File: src/hdl/fpec_pkg.sv
// Shared constants and types for the flash program/erase controller.
// Assumes a 32-bit Avalon-MM slave port with byte addresses and one system clock.
package fpec_pkg;

	////////////////////////////////////////////////////////////////////////////
	// Register map, byte addresses
	localparam logic [4:0] ADDR_CTRL   = 5'h00;   // flash_operation_control
	localparam logic [4:0] ADDR_KEY    = 5'h04;   // unlock_key, write only
	localparam logic [4:0] ADDR_TBLPTR = 5'h08;   // table_page_pointer and offset
	localparam logic [4:0] ADDR_LATCH  = 5'h0c;   // holding latch at pointer
	localparam logic [4:0] ADDR_STATUS = 5'h10;   // controller state

	// Control register fields
	localparam int BIT_START   = 15;
	localparam int BIT_ENABLE  = 14;
	localparam int BIT_ERROR   = 13;
	localparam int BIT_PROGRAM_WITHOUT_ERASE = 12;
	localparam int BIT_ERASE   = 6;
	localparam int CMD_MSB     = 5;
	localparam logic [15:0] CTRL_RESET = 16'h0000;

	// Status register fields
	localparam int STAT_BUSY   = 0;
	localparam int STAT_SERIAL = 1;
	localparam int STAT_KEY_LO = 2;

	// Unlock key values
	localparam logic [7:0] KEY_FIRST  = 8'h55;
	localparam logic [7:0] KEY_SECOND = 8'haa;

	// Array geometry
	localparam int ROW_WORDS = 32;
	localparam int WORD_W    = 24;
	localparam int IDX_W     = 5;

	// Operation command codes
	localparam logic [5:0] CMD_ERASE_ROW  = 6'h18;
	localparam logic [5:0] CMD_ERASE_4ROW = 6'h1a;

	typedef enum logic [1:0] {
		KEY_LOCKED,
		KEY_GOT_FIRST,
		KEY_OPEN
	} fpec_key_t;

	typedef enum logic [3:0] {
		OP_NONE,
		OP_ERASE_ROW,
		OP_ERASE_4ROW,
		OP_ERASE_CFG,
		OP_ERASE_EEDATA,
		OP_ERASE_GENERAL,
		OP_ERASE_BOOT,
		OP_ERASE_ALL,
		OP_PROG_ROW
	} fpec_op_t;

	// Request toward the flash array
	typedef struct packed {
		logic              start;   // Launch op, one cycle
		logic              wr;      // Row word transfer, one cycle
		fpec_op_t          op;      // Operation
		logic [23:0]       addr;    // Target address
		logic [WORD_W-1:0] wdata;   // Row word
	} fpec_arr_req_t;

endpackage : fpec_pkg

File: src/hdl/fpec_ctrl.sv
// Flash program/erase sequencer with key unlock, row holding latches and Avalon-MM registers.
// Assumes the flash array answers on clk_sys with a done or abort pulse after each launch.
`timescale 1ns/1ps

// Function
// RULE1: Key writes 55h then AAh back to back open the way for an operation.
// RULE2: Key register is write only and reads back zero.
// RULE3: Start bit 15 launches the operation; hardware clears it at the end.
// RULE4: Processor bus is stalled while an operation runs.
// RULE5: Software can only set start; reset zero; zero means idle.
// RULE6: Enable bit 14 permits operations; zero blocks them.
// RULE7: Error bit 13 set on bad start or early end, clear on normal completion.
// RULE8: Erase bit 6 selects erase, otherwise program, for the next start.
// RULE9: Erase codes: one row, four rows, configuration, data EEPROM, general block.
// RULE10: Boot block and whole memory erase only in serial programming mode.
// RULE11: Program code 0001xx writes one full row from the latches.
// RULE12: Unassigned command codes do nothing when started.
// RULE13: Row erase and row program take their rows from the table pointer.
// RULE14: Program-only bit 12 has no effect on flash operations.
// RULE15: Control bits 11 to 7 read as zero.
// RULE16: Software fills 32 latches and sets program mode before row program.
// RULE17: Software sets command, pointer, unlock pair, then start for row erase.
// RULE18: Software places two idle instructions after setting start.
// RULE19: No operation proceeds without the unlock pair just before.
// RULE20: After unlock, control accepts one update, then locks again.
// RULE21: Table stores land in holding latches; array changes only on program.
// RULE22: Software issues 32 table stores to fill a whole row.
// RULE23: Any access other than the exact key pair relocks the unlock machine.
// RULE24: Start while locked or disabled launches nothing and sets the error flag.
module fpec_ctrl (
	input  wire logic                   clk_sys,          // System clock, 125 MHz
	input  wire logic                   nrst,             // Async reset, active low
	input  wire logic [4:0]             avs_address,      // Byte address
	input  wire logic                   avs_read,         // Read request
	input  wire logic                   avs_write,        // Write request
	input  wire logic [31:0]            avs_writedata,    // Write data
	input  wire logic [3:0]             avs_byteenable,   // Byte lanes
	output logic      [31:0]            avs_readdata,     // Read data
	output logic                        avs_waitrequest,  // Stall, high by default
	input  wire logic                   serial_mode_pin,  // Serial programming mode pin
	input  wire logic                   arr_done,         // Array op finished, pulse
	input  wire logic                   arr_abort,        // Array op cut short, pulse
	output fpec_pkg::fpec_arr_req_t     arr_req,          // Request to flash array
	output logic                        cpu_stall         // Processor stall
);

	////////////////////////////////////////////////////////////////////////////
	// Types and helpers
	typedef enum logic [1:0] {
		S_IDLE,
		S_LOAD,
		S_FIRE,
		S_WAIT
	} fpec_state_t;

	// Byte-lane merge of a write into a stored word
	function automatic logic [31:0] fpec_merge(input logic [31:0] old_v, input logic [31:0] new_v,
	                                           input logic [3:0] be);
		logic [31:0] r;
		r = old_v;
		for (int i = 0; i < 4; i++) begin
			if (be[i]) begin
				r[i*8 +: 8] = new_v[i*8 +: 8];
			end
		end
		return r;
	endfunction : fpec_merge

	// Command decode; boot and whole-memory erase need serial mode
	function automatic fpec_pkg::fpec_op_t fpec_decode(input logic erase, input logic [5:0] cmd,
	                                                   input logic serial);
		fpec_pkg::fpec_op_t r;
		r = fpec_pkg::OP_NONE;
		if (erase) begin
			if (cmd == fpec_pkg::CMD_ERASE_ROW) begin
				r = fpec_pkg::OP_ERASE_ROW; // RULE9
			end else if (cmd == fpec_pkg::CMD_ERASE_4ROW) begin
				r = fpec_pkg::OP_ERASE_4ROW; // RULE9
			end else if (cmd[5:2] == 4'b0101) begin
				r = fpec_pkg::OP_ERASE_CFG; // RULE9
			end else if (cmd[5:2] == 4'b0100) begin
				r = fpec_pkg::OP_ERASE_EEDATA; // RULE9
			end else if (cmd[5:2] == 4'b0011) begin
				r = fpec_pkg::OP_ERASE_GENERAL; // RULE9
			end else if (cmd[5:2] == 4'b1010 && serial) begin
				r = fpec_pkg::OP_ERASE_BOOT; // RULE10
			end else if (cmd[5:2] == 4'b1001 && serial) begin
				r = fpec_pkg::OP_ERASE_ALL; // RULE10
			end
		end else if (cmd[5:2] == 4'b0001) begin
			r = fpec_pkg::OP_PROG_ROW; // RULE8 RULE11
		end
		return r; // RULE12
	endfunction : fpec_decode

	////////////////////////////////////////////////////////////////////////////
	// State
	logic                           wait_q;
	logic [31:0]                    rdata_q;
	logic [1:0]                     ser_sync_q;
	logic                           start_q;
	logic                           enable_q;
	logic                           error_q;
	logic                           program_without_erase_q;
	logic                           erase_q;
	logic [5:0]                     cmd_q;
	fpec_pkg::fpec_op_t             op_q;
	fpec_pkg::fpec_key_t            key_q;
	logic [23:0]                    ptr_q;
	logic [fpec_pkg::WORD_W-1:0]    latch_q [fpec_pkg::ROW_WORDS];
	fpec_state_t                    state_q;
	logic [fpec_pkg::IDX_W-1:0]     idx_q;
	fpec_pkg::fpec_arr_req_t        req_q;

	logic        acc;
	logic        acc_wr;
	logic        ctrl_wr;
	logic        start_try;
	logic        launch;
	logic        bad_start;
	logic        finish;
	logic        fail;
	logic [15:0] ctrl_rd;
	logic [31:0] ctrl_new;
	logic [23:0] row_base;

	assign avs_waitrequest = wait_q;
	assign avs_readdata    = rdata_q;
	assign arr_req         = req_q;
	assign cpu_stall       = start_q;

	////////////////////////////////////////////////////////////////////////////
	// Bus decode; an access takes effect in the cycle waitrequest is low
	assign acc       = (avs_read | avs_write) & ~wait_q;
	assign acc_wr    = avs_write & ~wait_q;
	assign ctrl_wr   = acc_wr && avs_address == fpec_pkg::ADDR_CTRL;
	assign ctrl_new  = fpec_merge({16'h0000, ctrl_rd}, avs_writedata, avs_byteenable);
	assign start_try = ctrl_wr && ctrl_new[fpec_pkg::BIT_START] && !start_q;
	assign launch    = start_try && key_q == fpec_pkg::KEY_OPEN
	                   && ctrl_new[fpec_pkg::BIT_ENABLE]; // RULE1 RULE6 RULE19
	assign bad_start = start_try && !launch; // RULE24
	assign ctrl_rd   = {start_q, enable_q, error_q, program_without_erase_q, 5'h00, erase_q, cmd_q}; // RULE15
	// Erase and program rows are aligned to the block size
	assign row_base  = (op_q == fpec_pkg::OP_ERASE_4ROW)
	                   ? {ptr_q[23:fpec_pkg::IDX_W+3], {(fpec_pkg::IDX_W+3){1'b0}}}
	                   : {ptr_q[23:fpec_pkg::IDX_W+1], {(fpec_pkg::IDX_W+1){1'b0}}}; // RULE13

	// Waitrequest: one wait cycle, held high for the whole operation
	always_ff @(posedge clk_sys or negedge nrst) begin
		if (!nrst) begin
			wait_q <= 1'b1;
		end else begin
			wait_q <= !((avs_read | avs_write) && wait_q && !start_q); // RULE4
		end
	end

	// Read data, captured as waitrequest drops
	always_ff @(posedge clk_sys or negedge nrst) begin
		if (!nrst) begin
			rdata_q <= 32'h0000_0000;
		end else if (avs_read && wait_q && !start_q) begin
			unique case (avs_address)
				fpec_pkg::ADDR_CTRL:   rdata_q <= {16'h0000, ctrl_rd};
				fpec_pkg::ADDR_TBLPTR: rdata_q <= {8'h00, ptr_q};
				fpec_pkg::ADDR_LATCH:  rdata_q <= {8'h00, latch_q[ptr_q[fpec_pkg::IDX_W:1]]};
				fpec_pkg::ADDR_STATUS: rdata_q <= {28'h0000000, key_q, ser_sync_q[1], start_q};
				default:               rdata_q <= 32'h0000_0000; // RULE2
			endcase
		end
	end

	// Serial mode pin synchroniser
	always_ff @(posedge clk_sys or negedge nrst) begin
		if (!nrst) begin
			ser_sync_q <= 2'b00;
		end else begin
			ser_sync_q <= {ser_sync_q[0], serial_mode_pin};
		end
	end

	////////////////////////////////////////////////////////////////////////////
	// Unlock machine; the open window lasts for one access only
	always_ff @(posedge clk_sys or negedge nrst) begin
		if (!nrst) begin
			key_q <= fpec_pkg::KEY_LOCKED;
		end else if (acc) begin
			unique case (key_q)
				fpec_pkg::KEY_LOCKED: begin
					if (acc_wr && avs_address == fpec_pkg::ADDR_KEY && avs_byteenable[0]
					    && avs_writedata[7:0] == fpec_pkg::KEY_FIRST) begin
						key_q <= fpec_pkg::KEY_GOT_FIRST; // RULE1
					end
				end
				fpec_pkg::KEY_GOT_FIRST: begin
					if (acc_wr && avs_address == fpec_pkg::ADDR_KEY && avs_byteenable[0]
					    && avs_writedata[7:0] == fpec_pkg::KEY_SECOND) begin
						key_q <= fpec_pkg::KEY_OPEN; // RULE1
					end else begin
						key_q <= fpec_pkg::KEY_LOCKED; // RULE23
					end
				end
				fpec_pkg::KEY_OPEN: begin
					key_q <= fpec_pkg::KEY_LOCKED; // RULE20
				end
				default: key_q <= fpec_pkg::KEY_LOCKED;
			endcase
		end
	end

	////////////////////////////////////////////////////////////////////////////
	// Control fields written by software; program-only is stored, not used here
	always_ff @(posedge clk_sys or negedge nrst) begin
		if (!nrst) begin
			enable_q  <= fpec_pkg::CTRL_RESET[fpec_pkg::BIT_ENABLE];
			program_without_erase_q <= fpec_pkg::CTRL_RESET[fpec_pkg::BIT_PROGRAM_WITHOUT_ERASE]; // RULE14
			erase_q   <= fpec_pkg::CTRL_RESET[fpec_pkg::BIT_ERASE];
			cmd_q     <= fpec_pkg::CTRL_RESET[fpec_pkg::CMD_MSB:0];
		end else if (ctrl_wr && !start_q) begin
			enable_q  <= ctrl_new[fpec_pkg::BIT_ENABLE]; // RULE6
			program_without_erase_q <= ctrl_new[fpec_pkg::BIT_PROGRAM_WITHOUT_ERASE];
			erase_q   <= ctrl_new[fpec_pkg::BIT_ERASE]; // RULE8
			cmd_q     <= ctrl_new[fpec_pkg::CMD_MSB:0];
		end
	end

	// Start bit: set only by a launch, cleared only by the sequencer
	always_ff @(posedge clk_sys or negedge nrst) begin
		if (!nrst) begin
			start_q <= fpec_pkg::CTRL_RESET[fpec_pkg::BIT_START];
			op_q    <= fpec_pkg::OP_NONE;
		end else if (launch) begin
			start_q <= 1'b1; // RULE3 RULE5
			op_q    <= fpec_decode(ctrl_new[fpec_pkg::BIT_ERASE], ctrl_new[fpec_pkg::CMD_MSB:0],
			                       ser_sync_q[1]);
		end else if (finish) begin
			start_q <= 1'b0; // RULE3
		end
	end

	// Error flag: hardware set beats a software clear in the same cycle
	always_ff @(posedge clk_sys or negedge nrst) begin
		if (!nrst) begin
			error_q <= fpec_pkg::CTRL_RESET[fpec_pkg::BIT_ERROR];
		end else if (bad_start || fail) begin
			error_q <= 1'b1; // RULE7 RULE24
		end else if (launch) begin
			error_q <= 1'b0; // RULE7
		end else if (ctrl_wr) begin
			error_q <= ctrl_new[fpec_pkg::BIT_ERROR];
		end
	end

	////////////////////////////////////////////////////////////////////////////
	// Table pointer and holding latches; stores never touch the array
	always_ff @(posedge clk_sys or negedge nrst) begin
		if (!nrst) begin
			ptr_q <= 24'h000000;
		end else if (acc_wr && avs_address == fpec_pkg::ADDR_TBLPTR) begin
			ptr_q <= 24'(fpec_merge({8'h00, ptr_q}, avs_writedata, avs_byteenable)); // RULE13
		end
	end

	// Latch contents are data only, so no reset
	always_ff @(posedge clk_sys) begin
		if (acc_wr && avs_address == fpec_pkg::ADDR_LATCH) begin
			latch_q[ptr_q[fpec_pkg::IDX_W:1]] <= fpec_pkg::WORD_W'(fpec_merge({8'h00, latch_q[ptr_q[fpec_pkg::IDX_W:1]]},
			                                                avs_writedata, avs_byteenable)); // RULE21
		end
	end

	////////////////////////////////////////////////////////////////////////////
	// Sequencer: stream row words, fire, wait for the array
	assign fail   = state_q != S_IDLE && arr_abort; // RULE7
	assign finish = (state_q == S_IDLE && start_q && op_q == fpec_pkg::OP_NONE)
	                || (state_q == S_WAIT && arr_done) || fail;

	always_ff @(posedge clk_sys or negedge nrst) begin
		if (!nrst) begin
			state_q <= S_IDLE;
			idx_q   <= '0;
		end else if (fail) begin
			state_q <= S_IDLE;
		end else begin
			unique case (state_q)
				S_IDLE: begin
					idx_q <= '0;
					if (start_q && op_q == fpec_pkg::OP_PROG_ROW) begin
						state_q <= S_LOAD; // RULE11
					end else if (start_q && op_q != fpec_pkg::OP_NONE) begin
						state_q <= S_FIRE;
					end
				end
				S_LOAD: begin
					idx_q <= idx_q + 1'b1;
					if (idx_q == fpec_pkg::IDX_W'(fpec_pkg::ROW_WORDS - 1)) begin
						state_q <= S_FIRE;
					end
				end
				S_FIRE: state_q <= S_WAIT;
				S_WAIT: begin
					if (arr_done) begin
						state_q <= S_IDLE; // RULE3
					end
				end
			endcase
		end
	end

	// Array request, pulses last one cycle
	always_ff @(posedge clk_sys or negedge nrst) begin
		if (!nrst) begin
			req_q <= '0;
		end else begin
			req_q.start <= 1'b0;
			req_q.wr    <= 1'b0;
			if (state_q == S_LOAD && !fail) begin
				req_q.wr    <= 1'b1; // RULE21
				req_q.op    <= op_q;
				req_q.addr  <= row_base | {18'h0, idx_q, 1'b0};
				req_q.wdata <= latch_q[idx_q];
			end else if (state_q == S_FIRE && !fail) begin
				req_q.start <= 1'b1;
				req_q.op    <= op_q;
				req_q.addr  <= row_base; // RULE13
			end
		end
	end

	////////////////////////////////////////////////////////////////////////////
	// Checks
	key_read_zero_a: assert property (@(posedge clk_sys) disable iff (!nrst) // RULE2
		avs_read && !avs_waitrequest && avs_address == fpec_pkg::ADDR_KEY |-> avs_readdata == 32'h0)
		else $error("key register read returned data");

	start_unlock_a: assert property (@(posedge clk_sys) disable iff (!nrst) // RULE19
		$rose(start_q) |-> $past(key_q) == fpec_pkg::KEY_OPEN && $past(avs_write)
		&& $past(ctrl_new[fpec_pkg::BIT_ENABLE]))
		else $error("operation started without unlock");

	bad_start_err_a: assert property (@(posedge clk_sys) disable iff (!nrst) // RULE24
		bad_start |=> error_q && !start_q)
		else $error("improper start not flagged");

	bus_stall_a: assert property (@(posedge clk_sys) disable iff (!nrst) // RULE4
		start_q |-> avs_waitrequest)
		else $error("bus answered during operation");

	ctrl_reserved_a: assert property (@(posedge clk_sys) disable iff (!nrst) // RULE15
		avs_read && !avs_waitrequest && avs_address == fpec_pkg::ADDR_CTRL |-> avs_readdata[11:7] == 5'h00)
		else $error("reserved control bits not zero");

	unlock_window_a: assert property (@(posedge clk_sys) disable iff (!nrst) // RULE20
		key_q == fpec_pkg::KEY_OPEN && acc |=> key_q == fpec_pkg::KEY_LOCKED)
		else $error("unlock window outlived one access");

	prog_stream_a: assert property (@(posedge clk_sys) disable iff (!nrst) // RULE11
		state_q == S_IDLE && start_q && op_q == fpec_pkg::OP_PROG_ROW && !arr_abort
		|=> ##1 req_q.wr [*8] ##0 req_q.addr[fpec_pkg::IDX_W:1] == 5'd7)
		else $error("row program did not stream latches");

	done_clears_a: assert property (@(posedge clk_sys) disable iff (!nrst) // RULE3
		state_q == S_WAIT && arr_done && !arr_abort |=> !start_q && !error_q && state_q == S_IDLE)
		else $error("completion did not clear start");

	abort_err_a: assert property (@(posedge clk_sys) disable iff (!nrst) // RULE7
		fail |=> error_q && !start_q)
		else $error("early end not flagged");

	serial_only_a: assert property (@(posedge clk_sys) disable iff (!nrst) // RULE10
		$rose(start_q) && (op_q == fpec_pkg::OP_ERASE_BOOT || op_q == fpec_pkg::OP_ERASE_ALL)
		|-> $past(ser_sync_q[1]))
		else $error("serial-only erase outside serial mode");

endmodule : fpec_ctrl

File: config.mk
export PLATFORM = sky130hd
export DESIGN_NAME = fpec_ctrl
export DESIGN_NICKNAME = d
export VERILOG_FILES = /design/src/hdl/fpec_pkg.sv /design/src/hdl/fpec_ctrl.sv
export SDC_FILE = /design/constraint.sdc
export NUM_CORES = 1
export LEC_CHECK = 0
export BUFFER_PORTS_ARGS = -buffer_cell sky130_fd_sc_hd__buf_2
export CORE_ASPECT_RATIO = 0.5
export CORE_UTILIZATION = 40
export CTS_CLUSTER_SIZE = 30
export DETAILED_ROUTE_END_ITERATION = 6
export GPL_ROUTABILITY_DRIVEN = 1
export PLACE_DENSITY = 0.65
export SYNTH_ARGS = -nofsm -noshare
export SYNTH_HDL_FRONTEND = slang
export SYNTH_SLANG_ARGS = --single-unit
File: constraint.sdc
create_clock -name clk_sys -period 2.9 [get_ports clk_sys]
set_clock_uncertainty 0.15 [all_clocks]
set_input_delay 0.58 -clock clk_sys [delete_from_list [all_inputs] [get_ports clk_sys]]
set_output_delay 0.58 -clock clk_sys [all_outputs]
set_load 0.01 [all_outputs]
; ---- Word level (Yosys, flattened, before mapping)
; Memories as Yosys holds them, arrays and structs flattened. A register that Yosys moved wholly into a read port is not among the register bits.
; Index checks and enable logic that the tools add are counted.
[word_totals]
reg_bits = 113
ramBits = 768
in_bits = 48
output_inout_bits = 88
memories = 1
[memory_table]
columns = memory, depth, word_bits, rd, rd_ports_with_merged_regs, wr, line
row1 = latch_q, 32, 24, 2, 1, 1, fpec_ctrl.sv:110  ; logic [fpec_pkg::WORD_W-1:0] latch_q [fpec_pkg::ROW_WORDS];
[op_classes]
add_sub_neg = 1
eq_ne = 26
muxes = 41
bitwise = 6
n_reduce_logical = 54
[op_table]
columns = operator, count
row1 = $pmux 24 s4, 1
row2 = $mux 8, 8
row3 = $mux 28, 2
row4 = $logic_and 1x1->1, 27
row5 = $or 24x6->24, 1
row6 = $mux 3, 7
row7 = $mux 2, 7
row8 = $reduce_and 2->1, 7
row9 = $eq 4x4->1 const B, 3
row10 = $eq 6x5->1 const B, 2
row11 = $eq 5x4->1 const B, 2
row12 = $eq 5x5->1 const B, 2
row13 = $mux 1, 10
row14 = $pmux 5 s2, 1
row15 = $eq 4x2->1 const B, 2
row16 = $eq 4x3->1 const B, 2
row17 = $eq 8x7->1 const B, 1
row18 = $eq 8x8->1 const B, 1
row19 = $mux 4, 2
row20 = $pmux 2 s4, 1
row21 = $reduce_bool 2->1, 4
row22 = $mux 7, 1
row23 = $eq 2x2->1 const B, 3
row24 = $ne 3x3->1 const B, 2
row25 = other kinds (18), 29

; ---- Logic depth before layout (Yosys ltp)
[depth]
depth_word = 12
mapped_depth = 9

; ---- Worst setup path before layout
; No wires, ideal clock.
[synth_timing]
path_type = in2reg
startpoint = in avs_address[4]
endpoint = mem latch_q[0][0] (netlist name), enable pin
setup_time_ps = 405
t_arrival_ps = 2559
setup_slack_ps = -213
path_stages = 5
n_path_buf = 1
cell_sequence = nor3_2 nand4_1 or3_1 clkbuf_1 nor2_1
[synth_between]
elab_chain_len = 4
[synth_lines]
columns = item, line
row1 = from (decl), fpec_ctrl.sv:33  ; input wire logic [4:0] avs_address,
row2 = $eq 5x4->1, fpec_ctrl.sv:265  ; if (acc_wr && avs_address == fpec_pkg::ADDR_LATCH) begin
row3 = $logic_and 1x1->1, fpec_ctrl.sv:265
row4 = $mux 1, fpec_ctrl.sv:265
row5 = $mux 1 (not written as such), fpec_ctrl.sv:266  ; latch_q[ptr_q[fpec_pkg::IDX_W:1]] <= fpec_pkg::WORD_W'(fpec_merge({8'h00, latch_q[ptr_q[fpec_pkg::IDX_W:1]]},
row6 = to (decl), fpec_ctrl.sv:110
; No other way between the ends.

==> reports/qor.yml <==
timing:
  fin_ws_ps: 21.4
  timing_hold_violations_final: 0
  rsz0062_at_grt: "false"
  period_share_pct: 99.3
  fmax_ghz: 0.347
  tightest_slew_ps: 1180
  max-slew-margin-rel_pct: 21.6
  finalSetupViolCount: 0
  period_minus_slack_ps: 2880
  slew_viol_final: 0
global_route:
  grt_overflow_total: 0
  grt_pass1_wl_um: 192000
  first_global_vias: 26600
  grt_max_degree: 62
  track_usage_pct: 25.7
  antenna_found_initial: 6
cells_and_area:
  fillers: 8522
  final_core_util_pct: 48.4
  final_area_mm2: 0.0497
  area_growth_pct: 19.8
  instances_no_fill: 4279
  final_net_count: 2898
  drive_gt1_share_pct: 29.3
placement:
  dp.cells: 4099
  gp_congestion: 0.883
  place_area_mm2: 0.0465
  port_buffers: 117
  pre_cts_slack_ps: 0.706
  place_hpwl_um: 87000
routing:
  wl_per_cell_um: 31.9
  firstDrtPassIters: 6
  totalWireLength_um: 137000
  ant_nets: 0
  first_iter_violations: 3658
  drc: 0
  avgViaCountPerCell: 6.31
  vias: 27000
yosys:
  synth.area.top_cells: "edfxtp_1 (56%), mux4_2 (10%), mux2i_1 (9.8%), dfrtp_1 (7.7%), a22oi_1 (3.7%)"
  ys_types: 60
  yosysTopAreaCellShare_pct: 55.6
  avgSynthCellArea_um2: 16.3
  synth_commonest_cells: "edfxtp_1 (768), mux2i_1 (407), a22oi_1 (205), mux4_2 (192), nand2_1 (153)"
  synth_most_common_cell: "edfxtp_1"
  synth_cells: 2543
  yosys_warnings: 0
  ys_ff_latch: 896
  netlist_area_mm2: 0.0415
  async_flop_share_pct: 14.3
  synth-main-ff-cell: "edfxtp_1"
  synth-edff-count: 768
  ys_seq_area_share_pct: 63.3
  synth_top_area_cell: "edfxtp_1"
worst_setup_path:
  path_max_fanout: 32
  critPathArrivalTime_ps: 3120
  critPathCaptureType: "flop"
  start_kind: "flop"
  critPathKind: "reg2reg"
  r2r_slack_ps: 20
  critPathRequiredTime_ps: 3140
floorplan:
  die_x_um: 457
  rows: 83
  initial_core_util_pct: 40.4
  dieArea_mm2: 0.105
  die_y_um: 230
  core_mm2: 0.103
  ios: 136
power_and_ir_drop:
  ir_drop_mv: 0.448
  power_density_mw_per_mm2: 710
  p_total_mw: 35.3
  leakage_nw: 16.8
hold_path:
  min_path_type: "in2reg"
clock_tree:
  cts_root_buf: "clkbuf_16"
  cts.clk_slew.worst_paths_ps: 60
  tritoncts: "done"
  clock_latency_ps: 670
  cts_max_level: 3
  cts_sinks: 896
  cts_max_path_buffers: 3
  cts_made_buffers: 86
run_status:
  status: "complete, no violations"
flow_run:
  maxCapViolations: 0
-- worst paths after layout --
check	from	end	depth (start not counted)
max	ptr_q[1]$_DFFE_PN0P_	latch_q[9][15]$_DFFE_PP_	8
min	avs_writedata[21]	ptr_q[21]$_DFFE_PN0P_	2
max reg2reg	ptr_q[1]$_DFFE_PN0P_	latch_q[9][15]$_DFFE_PP_	8
min reg2reg	ser_sync_q[0]$_DFF_PN0_	ser_sync_q[1]$_DFF_PN0_	0
max in group asynchronous	nrst	arr_req[0]$_DFFE_PN0P_	3
min in group asynchronous	nrst	arr_req[36]$_DFFE_PN0P_	2
-- worst max-delay path, stage by stage, from the launching register on --
cell and delay [ps]:
dfrtp_4 570, buf_12 140, clkbuf_16 180, buf_4 160, mux4_2 520, a22oi_1 240
and4_1 310, mux2i_2 120, buf_12 180
-- layout make-up --
cell class	instances	area [µm²]	area share, %
clock buffer	112	2410	4.84
sequential	896	26300	52.9
multi-input combinational	1423	14500	29.2
inverter	27	101	0.204
antenna	3	7.51	0.0151
clock inverter	48	480	0.967
timing repair buffer	410	4210	8.48
tap	1360	1700	3.43
-- placed cells by master (no fill, tap or decap), drive strengths merged, types with 29 or more instances in the layout --
master  instances
clkinv         32
dfrtp         127
a22o           55
inv            29
nor2           57
nand2         153
a221oi         48
a21oi          65
mux2           35
edfxtp        768
clkbuf        113
buf           400
mux4          192
a22oi         205
mux2i         407
-- report_power, final --
part           total, mW  switching, mW  leakage, nW  internal (mW)
sequential          15.1          0.354         8.61           14.7
combinational       8.55           4.85         6.73           3.70
clock               11.6           4.97         1.41           6.66
-- sequential cells by signal, summed over array words and instances, names as in the netlist --
signal and count:
latch_q 768, arr_req 53, avs_readdata 24, ptr_q 24, cmd_q 6, idx_q 5, op_q 4, key_q 2
ser_sync_q 2, state_q 2, avs_waitrequest 1, cpu_stall 1, enable_q 1, erase_q 1, error_q 1, program_without_erase_q 1
-- kinds of logic (layout without fill, tap and decap cells) --
group	after synthesis	count (layout)	synth area share, %
flops	896	896	63.3
compound gates	472	472	8.87
mux	634	634	21.2
other cells	1	12	0.00904
simple gates	301	301	3.55
buf+inv	232	597	2.84
fa+ha+maj	6	6	0.181
xor+xnor	1	1	0.0211
-- metrics by stage --
| stage | hold slack, ps | TNS, ps |
|---|---|---|
| 6_report | 22.5 | 0 |
| 5_1_grt | 18.7 | 0 |
| 4_1_cts | 1.27 | 0 |
| 3_5_place_dp | 192 | 0 |
| 3_3_place_gp | 199 | 0 |
| 2_1_floorplan | 134 | -48060 |
-- routing by layer --
layer  routed length (µm)  GRT usage (%)  share of wire, %
met1                54100           35.2                40
met3                17900           8.69                13
met2                59700           38.0                44
met5                   46              0             0.034
met4                 4830           9.04               3.5
-- repair_timing --
action,4_1_cts,5_1_grt
endpoints found under the setup margin,37,260
cloned,0,1
hold buffers,9,0
hold endpoints to repair,65,0
gates resized for setup,3,14
buffers inserted,0,7
Note: power is estimated with default switching activity, not from simulation.
